[src/logic/pfbu_pkg.sv]
// package of constants and types for the program flow branch unit
package pfbu_pkg;
    // ==========================================================
    // register map, apb byte addresses
    localparam logic [7:0]  OFS_IP      = 8'h00;
    localparam logic [7:0]  OFS_LC0     = 8'h04;
    localparam logic [7:0]  OFS_LC1     = 8'h08;
    localparam logic [7:0]  OFS_PFX     = 8'h0C;
    localparam logic [7:0]  OFS_IPS     = 8'h10;
    localparam logic [7:0]  OFS_CTRL    = 8'h14;
    localparam logic [7:0]  OFS_STATUS  = 8'h18;
    // ==========================================================
    // field positions
    localparam int          CTRL_RUN    = 0;
    localparam int          ST_CARRY    = 0;
    localparam int          ST_EQUALS   = 1;
    localparam int          ST_ZERO     = 2;
    localparam int          ST_SIGN     = 3;
    localparam int          ST_PFXV     = 4;
    localparam int          ST_ILLEGAL  = 5;
    // ==========================================================
    // reset values and fixed codes
    localparam logic [15:0] PC_RST      = 16'h0000;
    localparam logic [15:0] LC_RST      = 16'h0000;
    localparam logic [7:0]  PFX_RST     = 8'h00;
    localparam logic [1:0]  IPS_RST     = 2'h0;
    localparam logic [1:0]  IPS_RETI    = 2'h3;
    localparam logic        RUN_RST     = 1'b1;
    // ==========================================================
    // instruction classes
    typedef enum logic [2:0] {PFBU_OP_NOP, PFBU_OP_PREFIX, PFBU_OP_JUMP, PFBU_OP_CALL,
                              PFBU_OP_RET, PFBU_OP_RETI, PFBU_OP_DJNZ} pfbu_op_e;
    typedef enum logic [2:0] {PFBU_CC_ALWAYS, PFBU_CC_C, PFBU_CC_NC, PFBU_CC_Z,
                              PFBU_CC_NZ, PFBU_CC_S, PFBU_CC_E, PFBU_CC_NE} pfbu_cond_e;
    typedef enum logic [1:0] {PFBU_SRC_IMM, PFBU_SRC_REG16, PFBU_SRC_REG8} pfbu_src_e;
endpackage

[src/logic/pfbu_cond.sv]
// branch condition evaluation from status flags and accumulator
`timescale 1ns/10ps
module pfbu_cond #(
    parameter int ACC_W = 16
) (
    input  wire logic [ACC_W-1:0]       acc_value,
    input  wire logic                   carry_flag,
    input  wire logic                   equals_flag,
    input  wire pfbu_pkg::pfbu_cond_e   cond,
    output logic                        zero_flag,
    output logic                        sign_flag,
    output logic                        cond_true
);
    if (ACC_W < 2) begin : g_bad_width
        $error("pfbu_cond: ACC_W must be at least 2");
    end

    assign zero_flag = (acc_value == '0);
    assign sign_flag = acc_value[ACC_W-1];

    always_comb begin
        unique case (cond)
            pfbu_pkg::PFBU_CC_ALWAYS: cond_true = 1'b1;
            pfbu_pkg::PFBU_CC_C:      cond_true = carry_flag;
            pfbu_pkg::PFBU_CC_NC:     cond_true = !carry_flag;
            pfbu_pkg::PFBU_CC_Z:      cond_true = zero_flag;
            pfbu_pkg::PFBU_CC_NZ:     cond_true = !zero_flag;
            pfbu_pkg::PFBU_CC_S:      cond_true = sign_flag;
            pfbu_pkg::PFBU_CC_E:      cond_true = equals_flag;
            pfbu_pkg::PFBU_CC_NE:     cond_true = !equals_flag;
        endcase
    end
endmodule

[src/logic/pfbu_loopcnt.sv]
// bank of loop counters with software load and decrement
`timescale 1ns/10ps
module pfbu_loopcnt #(
    parameter int N = 2,
    parameter int W = 16
) (
    input  wire logic                 core_clk,
    input  wire logic                 rstn,
    input  wire logic                 dec_en,
    input  wire logic [$clog2(N)-1:0] dec_sel,
    input  wire logic                 wr_en,
    input  wire logic [$clog2(N)-1:0] wr_sel,
    input  wire logic [W-1:0]         wr_data,
    output logic [N*W-1:0]            count_flat,
    output logic [W-1:0]              dec_result
);
    if (N < 2 || W != 16) begin : g_bad_cfg
        $error("pfbu_loopcnt: needs N >= 2 and W == 16");
    end

    logic [W-1:0] count_reg [N];
    logic [W-1:0] count_next [N];

    assign dec_result = count_reg[dec_sel] - W'(1);

    for (genvar i = 0; i < N; i++) begin : g_cnt
        always_comb begin
            count_next[i] = count_reg[i];
            if (wr_en && wr_sel == i) begin
                count_next[i] = wr_data;
            end
            // the decrement wins over a software load in the same cycle
            if (dec_en && dec_sel == i) begin
                count_next[i] = dec_result;
            end
        end
        always_ff @(posedge core_clk or negedge rstn) begin
            if (!rstn) begin
                count_reg[i] <= pfbu_pkg::LC_RST;
            end else begin
                count_reg[i] <= count_next[i];
            end
        end
        assign count_flat[i*W +: W] = count_reg[i];
    end
endmodule

[src/logic/pfbu_top.sv]
// program flow branch unit: jump, call, return and loop sequencing with apb registers
//
// The APB slave port and the register addresses were chosen for this implementation.
`timescale 1ns/10ps
module pfbu_top #(
    parameter int ACC_W = 16
) (
    input  wire logic                   core_clk,
    input  wire logic                   rstn,
    input  wire logic                   psel,
    input  wire logic                   penable,
    input  wire logic                   pwrite,
    input  wire logic [7:0]             paddr,
    input  wire logic [31:0]            pwdata,
    output logic [31:0]                 prdata,
    output logic                        pready,
    output logic                        pslverr,
    input  wire logic                   instr_valid,
    output logic                        instr_ready,
    input  wire pfbu_pkg::pfbu_op_e     instr_op,
    input  wire pfbu_pkg::pfbu_cond_e   instr_cond,
    input  wire pfbu_pkg::pfbu_src_e    instr_src,
    input  wire logic                   instr_lc_sel,
    input  wire logic [7:0]             instr_imm8,
    input  wire logic [15:0]            instr_reg16,
    input  wire logic [7:0]             instr_reg8,
    input  wire logic [ACC_W-1:0]       acc_value,
    input  wire logic                   carry_flag,
    input  wire logic                   equals_flag,
    output logic                        stack_push,
    output logic [15:0]                 stack_push_data,
    output logic                        stack_pop,
    input  wire logic [15:0]            stack_pop_data,
    output logic [15:0]                 prog_addr,
    output logic [1:0]                  interrupt_priority_state
);
    // ==========================================================
    // state
    logic [15:0] pc_reg,      pc_next;
    logic [7:0]  pfx_reg,     pfx_next;
    logic        pfxv_reg,    pfxv_next;
    logic [1:0]  ips_reg,     ips_next;
    logic        run_reg,     run_next;
    logic        illegal_reg, illegal_next;
    logic [31:0] rdata_reg,   rdata_next;

    logic        zero_flag;
    logic        sign_flag;
    logic        cond_true;
    logic [31:0] lc_flat;
    logic [15:0] lc_dec;
    logic        lc_dec_en;
    logic        lc_wr_en;
    logic        lc_wr_sel;
    logic [15:0] ip_value;
    logic [15:0] target;
    logic        exec;
    logic        legal;
    logic        apb_setup;
    logic        apb_wr;
    logic        apb_hit;

    // ==========================================================
    // helpers
    pfbu_cond #(
        .ACC_W       (ACC_W)
    ) u_cond (
        .acc_value   (acc_value),
        .carry_flag  (carry_flag),
        .equals_flag (equals_flag),
        .cond        (instr_cond),
        .zero_flag   (zero_flag),
        .sign_flag   (sign_flag),
        .cond_true   (cond_true)
    );

    pfbu_loopcnt #(
        .N          (2),
        .W          (16)
    ) u_loopcnt (
        .core_clk   (core_clk),
        .rstn       (rstn),
        .dec_en     (lc_dec_en),
        .dec_sel    (instr_lc_sel),
        .wr_en      (lc_wr_en),
        .wr_sel     (lc_wr_sel),
        .wr_data    (pwdata[15:0]),
        .count_flat (lc_flat),
        .dec_result (lc_dec)
    );

    // ==========================================================
    // apb decode, zero wait state
    assign apb_setup = psel && !penable;
    assign apb_wr    = psel && penable && pwrite;
    assign apb_hit   = paddr inside {pfbu_pkg::OFS_IP, pfbu_pkg::OFS_LC0, pfbu_pkg::OFS_LC1,
                                     pfbu_pkg::OFS_PFX, pfbu_pkg::OFS_IPS, pfbu_pkg::OFS_CTRL,
                                     pfbu_pkg::OFS_STATUS};
    assign pready    = 1'b1;
    assign pslverr   = psel && penable && !apb_hit;
    assign lc_wr_en  = apb_wr && (paddr == pfbu_pkg::OFS_LC0 || paddr == pfbu_pkg::OFS_LC1);
    assign lc_wr_sel = (paddr == pfbu_pkg::OFS_LC1);
    assign prdata    = rdata_reg;

    // ==========================================================
    // execution datapath
    assign ip_value    = pc_reg + 16'h0001;
    assign exec        = instr_valid && run_reg;
    assign instr_ready = run_reg;
    assign prog_addr   = pc_reg;
    assign interrupt_priority_state = ips_reg;

    always_comb begin
        unique case (instr_src)
            pfbu_pkg::PFBU_SRC_IMM: begin
                if (pfxv_reg) begin
                    target = {pfx_reg, instr_imm8};
                end else begin
                    target = ip_value + {{8{instr_imm8[7]}}, instr_imm8};
                end
            end
            pfbu_pkg::PFBU_SRC_REG16: target = instr_reg16;
            pfbu_pkg::PFBU_SRC_REG8:  target = {(pfxv_reg ? pfx_reg : 8'h00), instr_reg8};
            default:                  target = ip_value;
        endcase
    end

    always_comb begin
        legal = 1'b1;
        // equals conditions refuse register destinations
        if ((instr_cond == pfbu_pkg::PFBU_CC_E || instr_cond == pfbu_pkg::PFBU_CC_NE) &&
            instr_src != pfbu_pkg::PFBU_SRC_IMM) begin
            legal = 1'b0;
        end
        // returns exist only for always, c, nc, z, nz and s
        if ((instr_op == pfbu_pkg::PFBU_OP_RET || instr_op == pfbu_pkg::PFBU_OP_RETI) &&
            (instr_cond == pfbu_pkg::PFBU_CC_E || instr_cond == pfbu_pkg::PFBU_CC_NE)) begin
            legal = 1'b0;
        end
        if (instr_op == pfbu_pkg::PFBU_OP_CALL && instr_cond != pfbu_pkg::PFBU_CC_ALWAYS) begin
            legal = 1'b0;
        end
    end

    assign lc_dec_en       = exec && instr_op == pfbu_pkg::PFBU_OP_DJNZ;
    assign stack_push      = exec && legal && instr_op == pfbu_pkg::PFBU_OP_CALL;
    assign stack_push_data = ip_value;
    assign stack_pop       = exec && legal && cond_true &&
                             (instr_op == pfbu_pkg::PFBU_OP_RET || instr_op == pfbu_pkg::PFBU_OP_RETI);

    // ==========================================================
    // next state
    always_comb begin
        pc_next      = pc_reg;
        pfx_next     = pfx_reg;
        pfxv_next    = pfxv_reg;
        ips_next     = ips_reg;
        run_next     = run_reg;
        illegal_next = illegal_reg;
        rdata_next   = rdata_reg;
        if (apb_wr && paddr == pfbu_pkg::OFS_PFX) begin
            pfx_next  = pwdata[7:0];
            pfxv_next = 1'b1;
        end
        if (apb_wr && paddr == pfbu_pkg::OFS_IPS) begin
            ips_next = pwdata[1:0];
        end
        if (apb_wr && paddr == pfbu_pkg::OFS_CTRL) begin
            run_next = pwdata[pfbu_pkg::CTRL_RUN];
        end
        if (apb_wr && paddr == pfbu_pkg::OFS_STATUS && pwdata[pfbu_pkg::ST_ILLEGAL]) begin
            illegal_next = 1'b0;
        end
        if (exec) begin
            pc_next   = ip_value;
            pfxv_next = 1'b0;
            if (!legal) begin
                illegal_next = 1'b1;
            end
            unique case (instr_op)
                pfbu_pkg::PFBU_OP_NOP: begin
                end
                pfbu_pkg::PFBU_OP_PREFIX: begin
                    pfx_next  = instr_imm8;
                    pfxv_next = 1'b1;
                end
                pfbu_pkg::PFBU_OP_JUMP, pfbu_pkg::PFBU_OP_CALL: begin
                    if (legal && cond_true) begin
                        pc_next = target;
                    end
                end
                pfbu_pkg::PFBU_OP_RET, pfbu_pkg::PFBU_OP_RETI: begin
                    if (legal && cond_true) begin
                        pc_next = stack_pop_data;
                        if (instr_op == pfbu_pkg::PFBU_OP_RETI) begin
                            ips_next = pfbu_pkg::IPS_RETI;
                        end
                    end
                end
                pfbu_pkg::PFBU_OP_DJNZ: begin
                    if (lc_dec != 16'h0000) begin
                        pc_next = target;
                    end
                end
                default: begin
                end
            endcase
        end
        if (apb_setup) begin
            unique case (paddr)
                pfbu_pkg::OFS_IP:     rdata_next = {16'h0000, ip_value};
                pfbu_pkg::OFS_LC0:    rdata_next = {16'h0000, lc_flat[15:0]};
                pfbu_pkg::OFS_LC1:    rdata_next = {16'h0000, lc_flat[31:16]};
                pfbu_pkg::OFS_PFX:    rdata_next = {24'h000000, pfx_reg};
                pfbu_pkg::OFS_IPS:    rdata_next = {30'h0, ips_reg};
                pfbu_pkg::OFS_CTRL:   rdata_next = {31'h0, run_reg};
                pfbu_pkg::OFS_STATUS: rdata_next = {26'h0, illegal_reg, pfxv_reg, sign_flag,
                                                    zero_flag, equals_flag, carry_flag};
                default:              rdata_next = 32'h00000000;
            endcase
        end
    end

    always_ff @(posedge core_clk or negedge rstn) begin
        if (!rstn) begin
            pc_reg      <= pfbu_pkg::PC_RST;
            pfx_reg     <= pfbu_pkg::PFX_RST;
            pfxv_reg    <= 1'b0;
            ips_reg     <= pfbu_pkg::IPS_RST;
            run_reg     <= pfbu_pkg::RUN_RST;
            illegal_reg <= 1'b0;
            rdata_reg   <= 32'h00000000;
        end else begin
            pc_reg      <= pc_next;
            pfx_reg     <= pfx_next;
            pfxv_reg    <= pfxv_next;
            ips_reg     <= ips_next;
            run_reg     <= run_next;
            illegal_reg <= illegal_next;
            rdata_reg   <= rdata_next;
        end
    end

    logic plain_exec;
    assign plain_exec = exec && !(apb_wr && paddr == pfbu_pkg::OFS_PFX);
    logic jump_taken;
    assign jump_taken = exec && legal && cond_true && instr_op == pfbu_pkg::PFBU_OP_JUMP;
endmodule

[config.mk]
export PLATFORM = sky130hd
export DESIGN_NAME = pfbu_top
export DESIGN_NICKNAME = d
export VERILOG_FILES = /design/src/logic/pfbu_pkg.sv /design/src/logic/pfbu_cond.sv /design/src/logic/pfbu_loopcnt.sv /design/src/logic/pfbu_top.sv
export SDC_FILE = /design/constraint.sdc
export NUM_CORES = 1
export LEC_CHECK = 0
export CORE_ASPECT_RATIO = 1.5
export CORE_UTILIZATION = 25
export DETAILED_ROUTE_END_ITERATION = 12
export DONT_BUFFER_PORTS = 1
export GPL_ROUTABILITY_DRIVEN = 0
export PLACE_DENSITY = 0.41
export SYNTH_ARGS = -nofsm -noshare
export SYNTH_HDL_FRONTEND = slang
export SYNTH_SLANG_ARGS = --single-unit
[constraint.sdc]
create_clock -name core_clk -period 3.72 [get_ports core_clk]
set_input_delay 0.558 -clock core_clk [delete_from_list [all_inputs] [get_ports core_clk]]
set_output_delay 0.558 -clock core_clk [all_outputs]
set_load 0.01 [all_outputs]
* After elaboration in Yosys (flattened, before gate mapping)
Cells that the tools add are included.
** Word-level totals
- Output and inout port bits :: 71
- Memories kept :: 0
- Bits in writable memories :: 0
- Register bits after elaboration :: 93
- Input port bits :: 121
- Latch bits :: 0
- Word-level logic and storage cells :: 115
- Memory bits (read-only) :: 0
** Operators by class
- Bitwise logic cells :: 3
- Multiply operators :: 0
- Order comparisons :: 1
- Muxes and demuxes :: 33
- Add/sub/neg operators :: 3
- Reduce and logical (&&, ||, !) cells :: 45
- Equal/unequal tests :: 21
- Shifts and indexed selects :: 0
- Div/mod/pow operators :: 0
** Operator list (number)
- $mux 16 :: 11
- $pmux 16 s7 :: 1
- $pmux 16 s3 :: 2
- $mux 8 :: 4
- $eq 8x5->1 const B :: 3
- $logic_and 1x1->1 :: 24
- $eq 3x3->1 const B :: 7
- $add 16x1->16 const B :: 1
- $add 16x16->16 :: 1
- $eq 8x4->1 const B :: 2
- $logic_not 16->1 :: 1
- $reduce_bool 16->1 :: 1
- $sub 16x1->16 const B :: 1
- $eq 3x2->1 const B :: 4
- $mux 2 :: 5
- $mux 1 :: 9
- $eq 8x3->1 const B :: 1
- $logic_not 8->1 :: 1
- $pmux 1 s8 :: 1
- $reduce_bool 2->1 :: 4
- $reduce_bool 7->1 :: 1
- $eq 3x1->1 const B :: 2
- $logic_not 1->1 :: 5
- $reduce_or 2->1 :: 2
- 9 further kinds :: 12

* Longest topological paths before layout
- Word-level depth :: 10
- Mapped depth :: 16
- Gate-level depth less buffers :: 15

* By module
Synthesis repeated with hierarchy kept, for this count alone.
** Second synthesis, totals
- Cell total of the unflattened synthesis :: 785
- Area total of the unflattened synthesis :: 6647.6 µm²
** Modules (own cells, without submodules)
- pfbu_top :: area each 4209.0 µm², instances 1, seq. area each 1127.3 µm², cells each 529
- pfbu_loopcnt :: area each 2343.5 µm², instances 1, seq. area each 800.8 µm², cells each 241
- pfbu_cond :: area each 95.1 µm², instances 1, seq. area each 0.0 µm², cells each 15

* Least setup slack after synthesis
OpenSTA, ideal clock, no wires.
- Path kind :: register to register
- Start :: register pc_reg[2] (netlist: prog_addr[2])
- End :: register pc_reg[15] (netlist: prog_addr[15])
- Data required time :: 3616 ps
- Buffers on the path :: 1
- Setup time :: 104 ps
- Setup slack :: 111 ps
- Arrival time :: 3505 ps
- Stages on the path, launching flop included :: 16
- Period minus slack after synthesis :: 3609 ps
- Cells stage by stage :: dfrtp_1 -> clkbuf_1 -> and4_1 -> nand2_1 -> xnor2_1 -> ha_1 -> o21ai_0 -> or3b_2 -> o221ai_1 -> o21ai_0 -> a221o_1 -> a21oi_1 -> xnor2_1 -> o21ai_0 -> nand2_1 -> a221oi_1
** On the way
- Word-level cells in the longest chain between the ends :: 6
- Elaborated cells between the ends (all ways) :: 8
- Those cells by class :: add/sub (2); mux (6)
** RTL lines
- from (decl) :: line pfbu_top.sv:39 : logic [15:0] pc_reg, pc_next;
- from (signal assigned) :: line pfbu_top.sv:226 : pc_reg <= pfbu_pkg::PC_RST;
- from (signal assigned) :: line pfbu_top.sv:234 : pc_reg <= pc_next;
- $add 16x1->16 (*) :: line pfbu_top.sv:107 : assign ip_value = pc_reg + 16'h0001;
- via stack_push_data[6] :: line pfbu_top.sv:31 : output logic [15:0] stack_push_data,
- $add 16x16->16 (*) :: line pfbu_top.sv:119 : target = ip_value + {{8{instr_imm8[7]}}, instr_imm8};
- $mux 16 (*) :: line pfbu_top.sv:116 : if (pfxv_reg) begin
- $pmux 16 s3 (*) :: line pfbu_top.sv:114 : unique case (instr_src)
- $mux 16 (on tied branches) :: line pfbu_top.sv:201, pfbu_top.sv:188
- $pmux 16 s3 (*) :: line pfbu_top.sv:180 : unique case (instr_op)
The timed path passes the listed nets; every way through them passes the cells marked *.
A chain may end at the register's enable or synchronous reset.

* Worst setup path after layout
- Start :: register pc_reg[5] (netlist: prog_addr[5])
- End :: register pc_reg[15] (netlist: prog_addr[15])
** On the way
- Word-level cells in the longest chain between the ends :: 6
- Elaborated cells between the ends (all ways) :: 8
- Those cells by class :: add/sub (2); mux (6)
** RTL lines (line)
- $add 16x1->16 (*) :: pfbu_top.sv:107
- $add 16x16->16 :: pfbu_top.sv:119
- $mux 16 :: pfbu_top.sv:116
- $pmux 16 s3 :: pfbu_top.sv:114
- $mux 16 (on tied branches) :: pfbu_top.sv:201, pfbu_top.sv:188
- $pmux 16 s3 (*) :: pfbu_top.sv:180
Mark *: on every way between the ends. The rest lies on a longest branch, timed or not.

==> run summary <==
The flow ran to the end, and the final reports show no timing, DRC or antenna violations. Across all setup checks in the final design, the least slack found is 0.248 ns. For this run the aggregate overflow at the end of global routing stands at 0. After floorplanning, the core was sized to cover 25900 um2. For this design the ratio of total power to cell area is 323 nW/um2. The switching fraction of total power was 32.7%; the detailed-route wire length per cell was 22.8 um.

The insertion delay of the later-clocked pin in the worst-skew pair is 0.36 ns. The standard-cell row count was 72; the worst-path maximum fanout was 4. The number of optimization iterations in the first detailed-route pass was 6; the area of the multi-input gates was 4470 um2.

In the detailed route, the total length drawn on met3 is 1250 um. The analysis attributes to cell leakage a power of 3.34 nW. The synthesized netlist occupies a cell area of 6660 um2.

No sink is reached through more buffers than the 2 on the longest clock path. The tools report the kind of start point of the critical path as a flip-flop. The dominant register cell in the synthesized netlist is dfrtp_1. Area of the die: 27300 um2.

The most critical setup path has its startpoint at prog_addr[5]$_DFFE_PN0P_. Number of warning messages in the yosys log: 0. Final-report hold violation count: 0. For the pin with the worst max-slew slack, the measured transition is 1.06 ns. The placed instances occupy a cell area of 7220 um2.

The run gives 1 as the number of antenna violations at the first check in global routing. The number of design-rule violations left by the first detailed-router iteration was 323; the number of flip-flops in the largest register was 32. The die extent in y works out to 202 um.

By area the synthesized netlist is led by dfrtp_1 29%, mux2i_1 6.9%, o21ai_0 5.6%, mux2_2 5.6%, nand2_1 5.0%. Clock input transition at the sequential cells of the worst setup and hold paths: 0.07 ns. The count of buffers from port buffering was 0; the net switching component of the power was 0.799 mW. The layout has 2806 filler cells. The data arrival time of the worst path was 3.73 ns; the post-synthesis sequential area ratio was 29.0%.

CTS saw 77 sinks. The worst pin sits at a relative slew slack of 28.8%. The detailed router put a total of 9790 um of wire on met1. The first global-routing pass estimated 39100 um of wire.

The post-route fraction of the period consumed by the critical path works out to 93.3%. Between clock sinks in the finished design, the worst skew comes to 0.0114 ns. The initial utilization of the core area, before any placement, comes to 25.7%. The clock power share was 34.8%. The internal power of the cells totals 1.65 mW. The pre-CTS setup slack was 0.0540 ns; the total number of vias was 5951. Registers are responsible for 37.8% of the overall power. The number of global-route vias before repair was 6257; the count of state elements after synthesis was 77. The H-tree was split into 3 levels. The tools report the finished layout cell area as 7570 um2. Across the whole layout, storage elements account for 1930 um2. Number of flops mapped to enable cells by yosys: 0. The number of vias per cell is 5.22, and the share of synthesized registers carrying an async set or reset is 100%. The critical register-to-register path startpoint is prog_addr[5]$_DFFE_PN0P_. The worst register-to-register path has a depth of 15. For this run, the post-layout net count is 947. The die is 135 um wide. After routing, the total negative slack on setup checks comes to 0 ns. Of the post-synthesis cell area, the dominant cell type holds 28.6%. The library cells used most frequently in the layout, excluding fill and tap cells, are 89 x nand2_1, 75 x dfrtp_1, 73 x o21ai_0, 56 x nor2_1, 51 x buf_4. The maximum clock frequency was 288 MHz; the number of inserted diodes was 0.

Across all hold checks on the routed design, the worst slack comes to 0.0472 ns. Counting I/O delays and the setup requirement, the final critical path takes 3.47 ns. The detail route stage leaves a number of antenna-violating nets equal to 0.

Category of the most critical setup path: flip-flop to flip-flop. The cell type contributing the most total cell area after synthesis is dfrtp_1. The type of the tightest min-delay check was primary input to async pin.

Pin placement for this block handled 192 I/O pins. TritonCTS built the clock tree. The tree is rooted in a clkbuf_16. IR analysis of the VDD net gives a maximum drop of 223 uV. The layout overhead on the synthesized area is 13.7%, and the maximum number of pins on one net before global-route repair is 77.

Across every metal layer, demand over resource in global routing totals 19.5%. At the worst endpoint, the required time is 3.97 ns. The final setup violation count is 0, and the total CTS buffers is 9. Final wirelength: 25900 um. The tools report the category of the worst setup path capture point as a flip-flop. Once detailed placement completed, the half-perimeter wirelength came to 20300 um.

The count of cell types in the netlist was 76; the max-cap check violation count was 0. Combinational logic is responsible for 27.5% of the overall power. The share of final-layout standard cells stronger than drive strength 1 is 17.7%. The remaining design rule violation count is 0, and the register-to-register path setup slack is 0.25 ns. Synthesis handed over a netlist of 784 instances. In this run the critical register-to-register path is captured at prog_addr[15]$_DFFE_PN0P_. The met2 layer wire length in the routed design was 14000 um. Setup repair after global routing left no endpoint under its margin.

The top routing layer in use was met4. Leaving out fill and tap cells, the most frequent cell in the layout is nand2_1. The logs give 0 for the count of buffers added by post-CTS timing repair for setup and 0 for the number of max-slew violations in the final report. A synthesized cell averages 8.49 um2.
## critical path, stage by stage, from the launching register on
cell and delay [ns]:
dfrtp_2 0.42, and4_2 0.30, buf_4 0.13, and3_1 0.18, nand3_1 0.13, xnor2_2 0.17, ha_1 0.35, a21o_1 0.20
a21oi_1 0.14, o21ai_1 0.10, a221o_1 0.36, a21oi_1 0.21, xnor2_1 0.08, o21ai_0 0.16, nand2_1 0.14, a221oi_1 0.30
## metrics by stage
stage	total power, mW	util (%)	std cells
2_1_floorplan	1.40	-	799
6_report	2.45	29.2	1139
4_1_cts	2.47	29.0	1139
3_3_place_gp	1.58	27.8	1124
3_5_place_dp	1.58	27.8	1124
5_1_grt	2.58	29.2	1139
## final cells by class
| cell class | count | share of cell area (%) |
|---|---|---|
| Clock buffer | 12 | 3.39 |
| Clock inverter | 2 | 0.132 |
| Inverter | 19 | 0.942 |
| Multi-Input combinational cell | 644 | 59.1 |
| Sequential cell | 77 | 25.5 |
| Tap cell | 333 | 5.51 |
| Timing Repair Buffer | 52 | 5.42 |
## metal layers
metal / vias up / GRT usage (%)
met5: - / 0
met4: 0 / 8.39
met3: 36 / 3.71
met2: 144 / 36.3
met1: 2880 / 21.1
li1: 2891 / -
## power groups by stage
stage,clock network (mW),logic [mW],registers (mW)
after floorplan,0,0.478,0.922
after CTS,0.878,0.669,0.922
after detailed placement,0,0.642,0.937
final,0.851,0.672,0.924
after global placement,0,0.645,0.937
after global routing,0.908,0.744,0.929
## kinds of logic after synthesis
group	after synthesis	share of synthesized area, %
mux	84	14.2
flops	77	29.0
compound gates	215	21.2
buf+inv	78	5.68
simple gates	267	20.4
fa+ha+maj	23	4.44
other cells	2	0.113
xor+xnor	38	5.00
## synthesized netlist by cell type (15+ instances only)
| master | number |
|---|---|
| nor2_1 | 56 |
| dfrtp_1 | 76 |
| ha_1 | 22 |
| xor2_1 | 15 |
| o21ai_0 | 75 |
| clkbuf_1 | 32 |
| mux2_2 | 33 |
| xnor2_1 | 23 |
| a21oi_1 | 50 |
| nand2_1 | 89 |
| nand3_1 | 19 |
| buf_4 | 19 |
| inv_1 | 19 |
| nor3_1 | 18 |
| mux2i_1 | 46 |
## what timing repair did
action,in CTS,in global routing
hold endpoints to repair,76,0
setup endpoints to repair,0,4
gates resized for setup,0,12
hold buffers,1,0
## worst max-delay path by stage
stage | endpoint | slack, ns | depth (start not counted)
after floorplan | prog_addr[15]$_DFFE_PN0P_ | 0.11 | 15
after CTS | prog_addr[15]$_DFFE_PN0P_ | 0.02 | 14
final | prog_addr[15]$_DFFE_PN0P_ | 0.25 | 15
after global routing | prog_addr[15]$_DFFE_PN0P_ | 0.02 | 15
after detailed placement | prog_addr[15]$_DFFE_PN0P_ | 0.05 | 14
after global placement | prog_addr[15]$_DFFE_PN0P_ | 0.05 | 14
No activity file was read; power rests on OpenSTA's default activity.
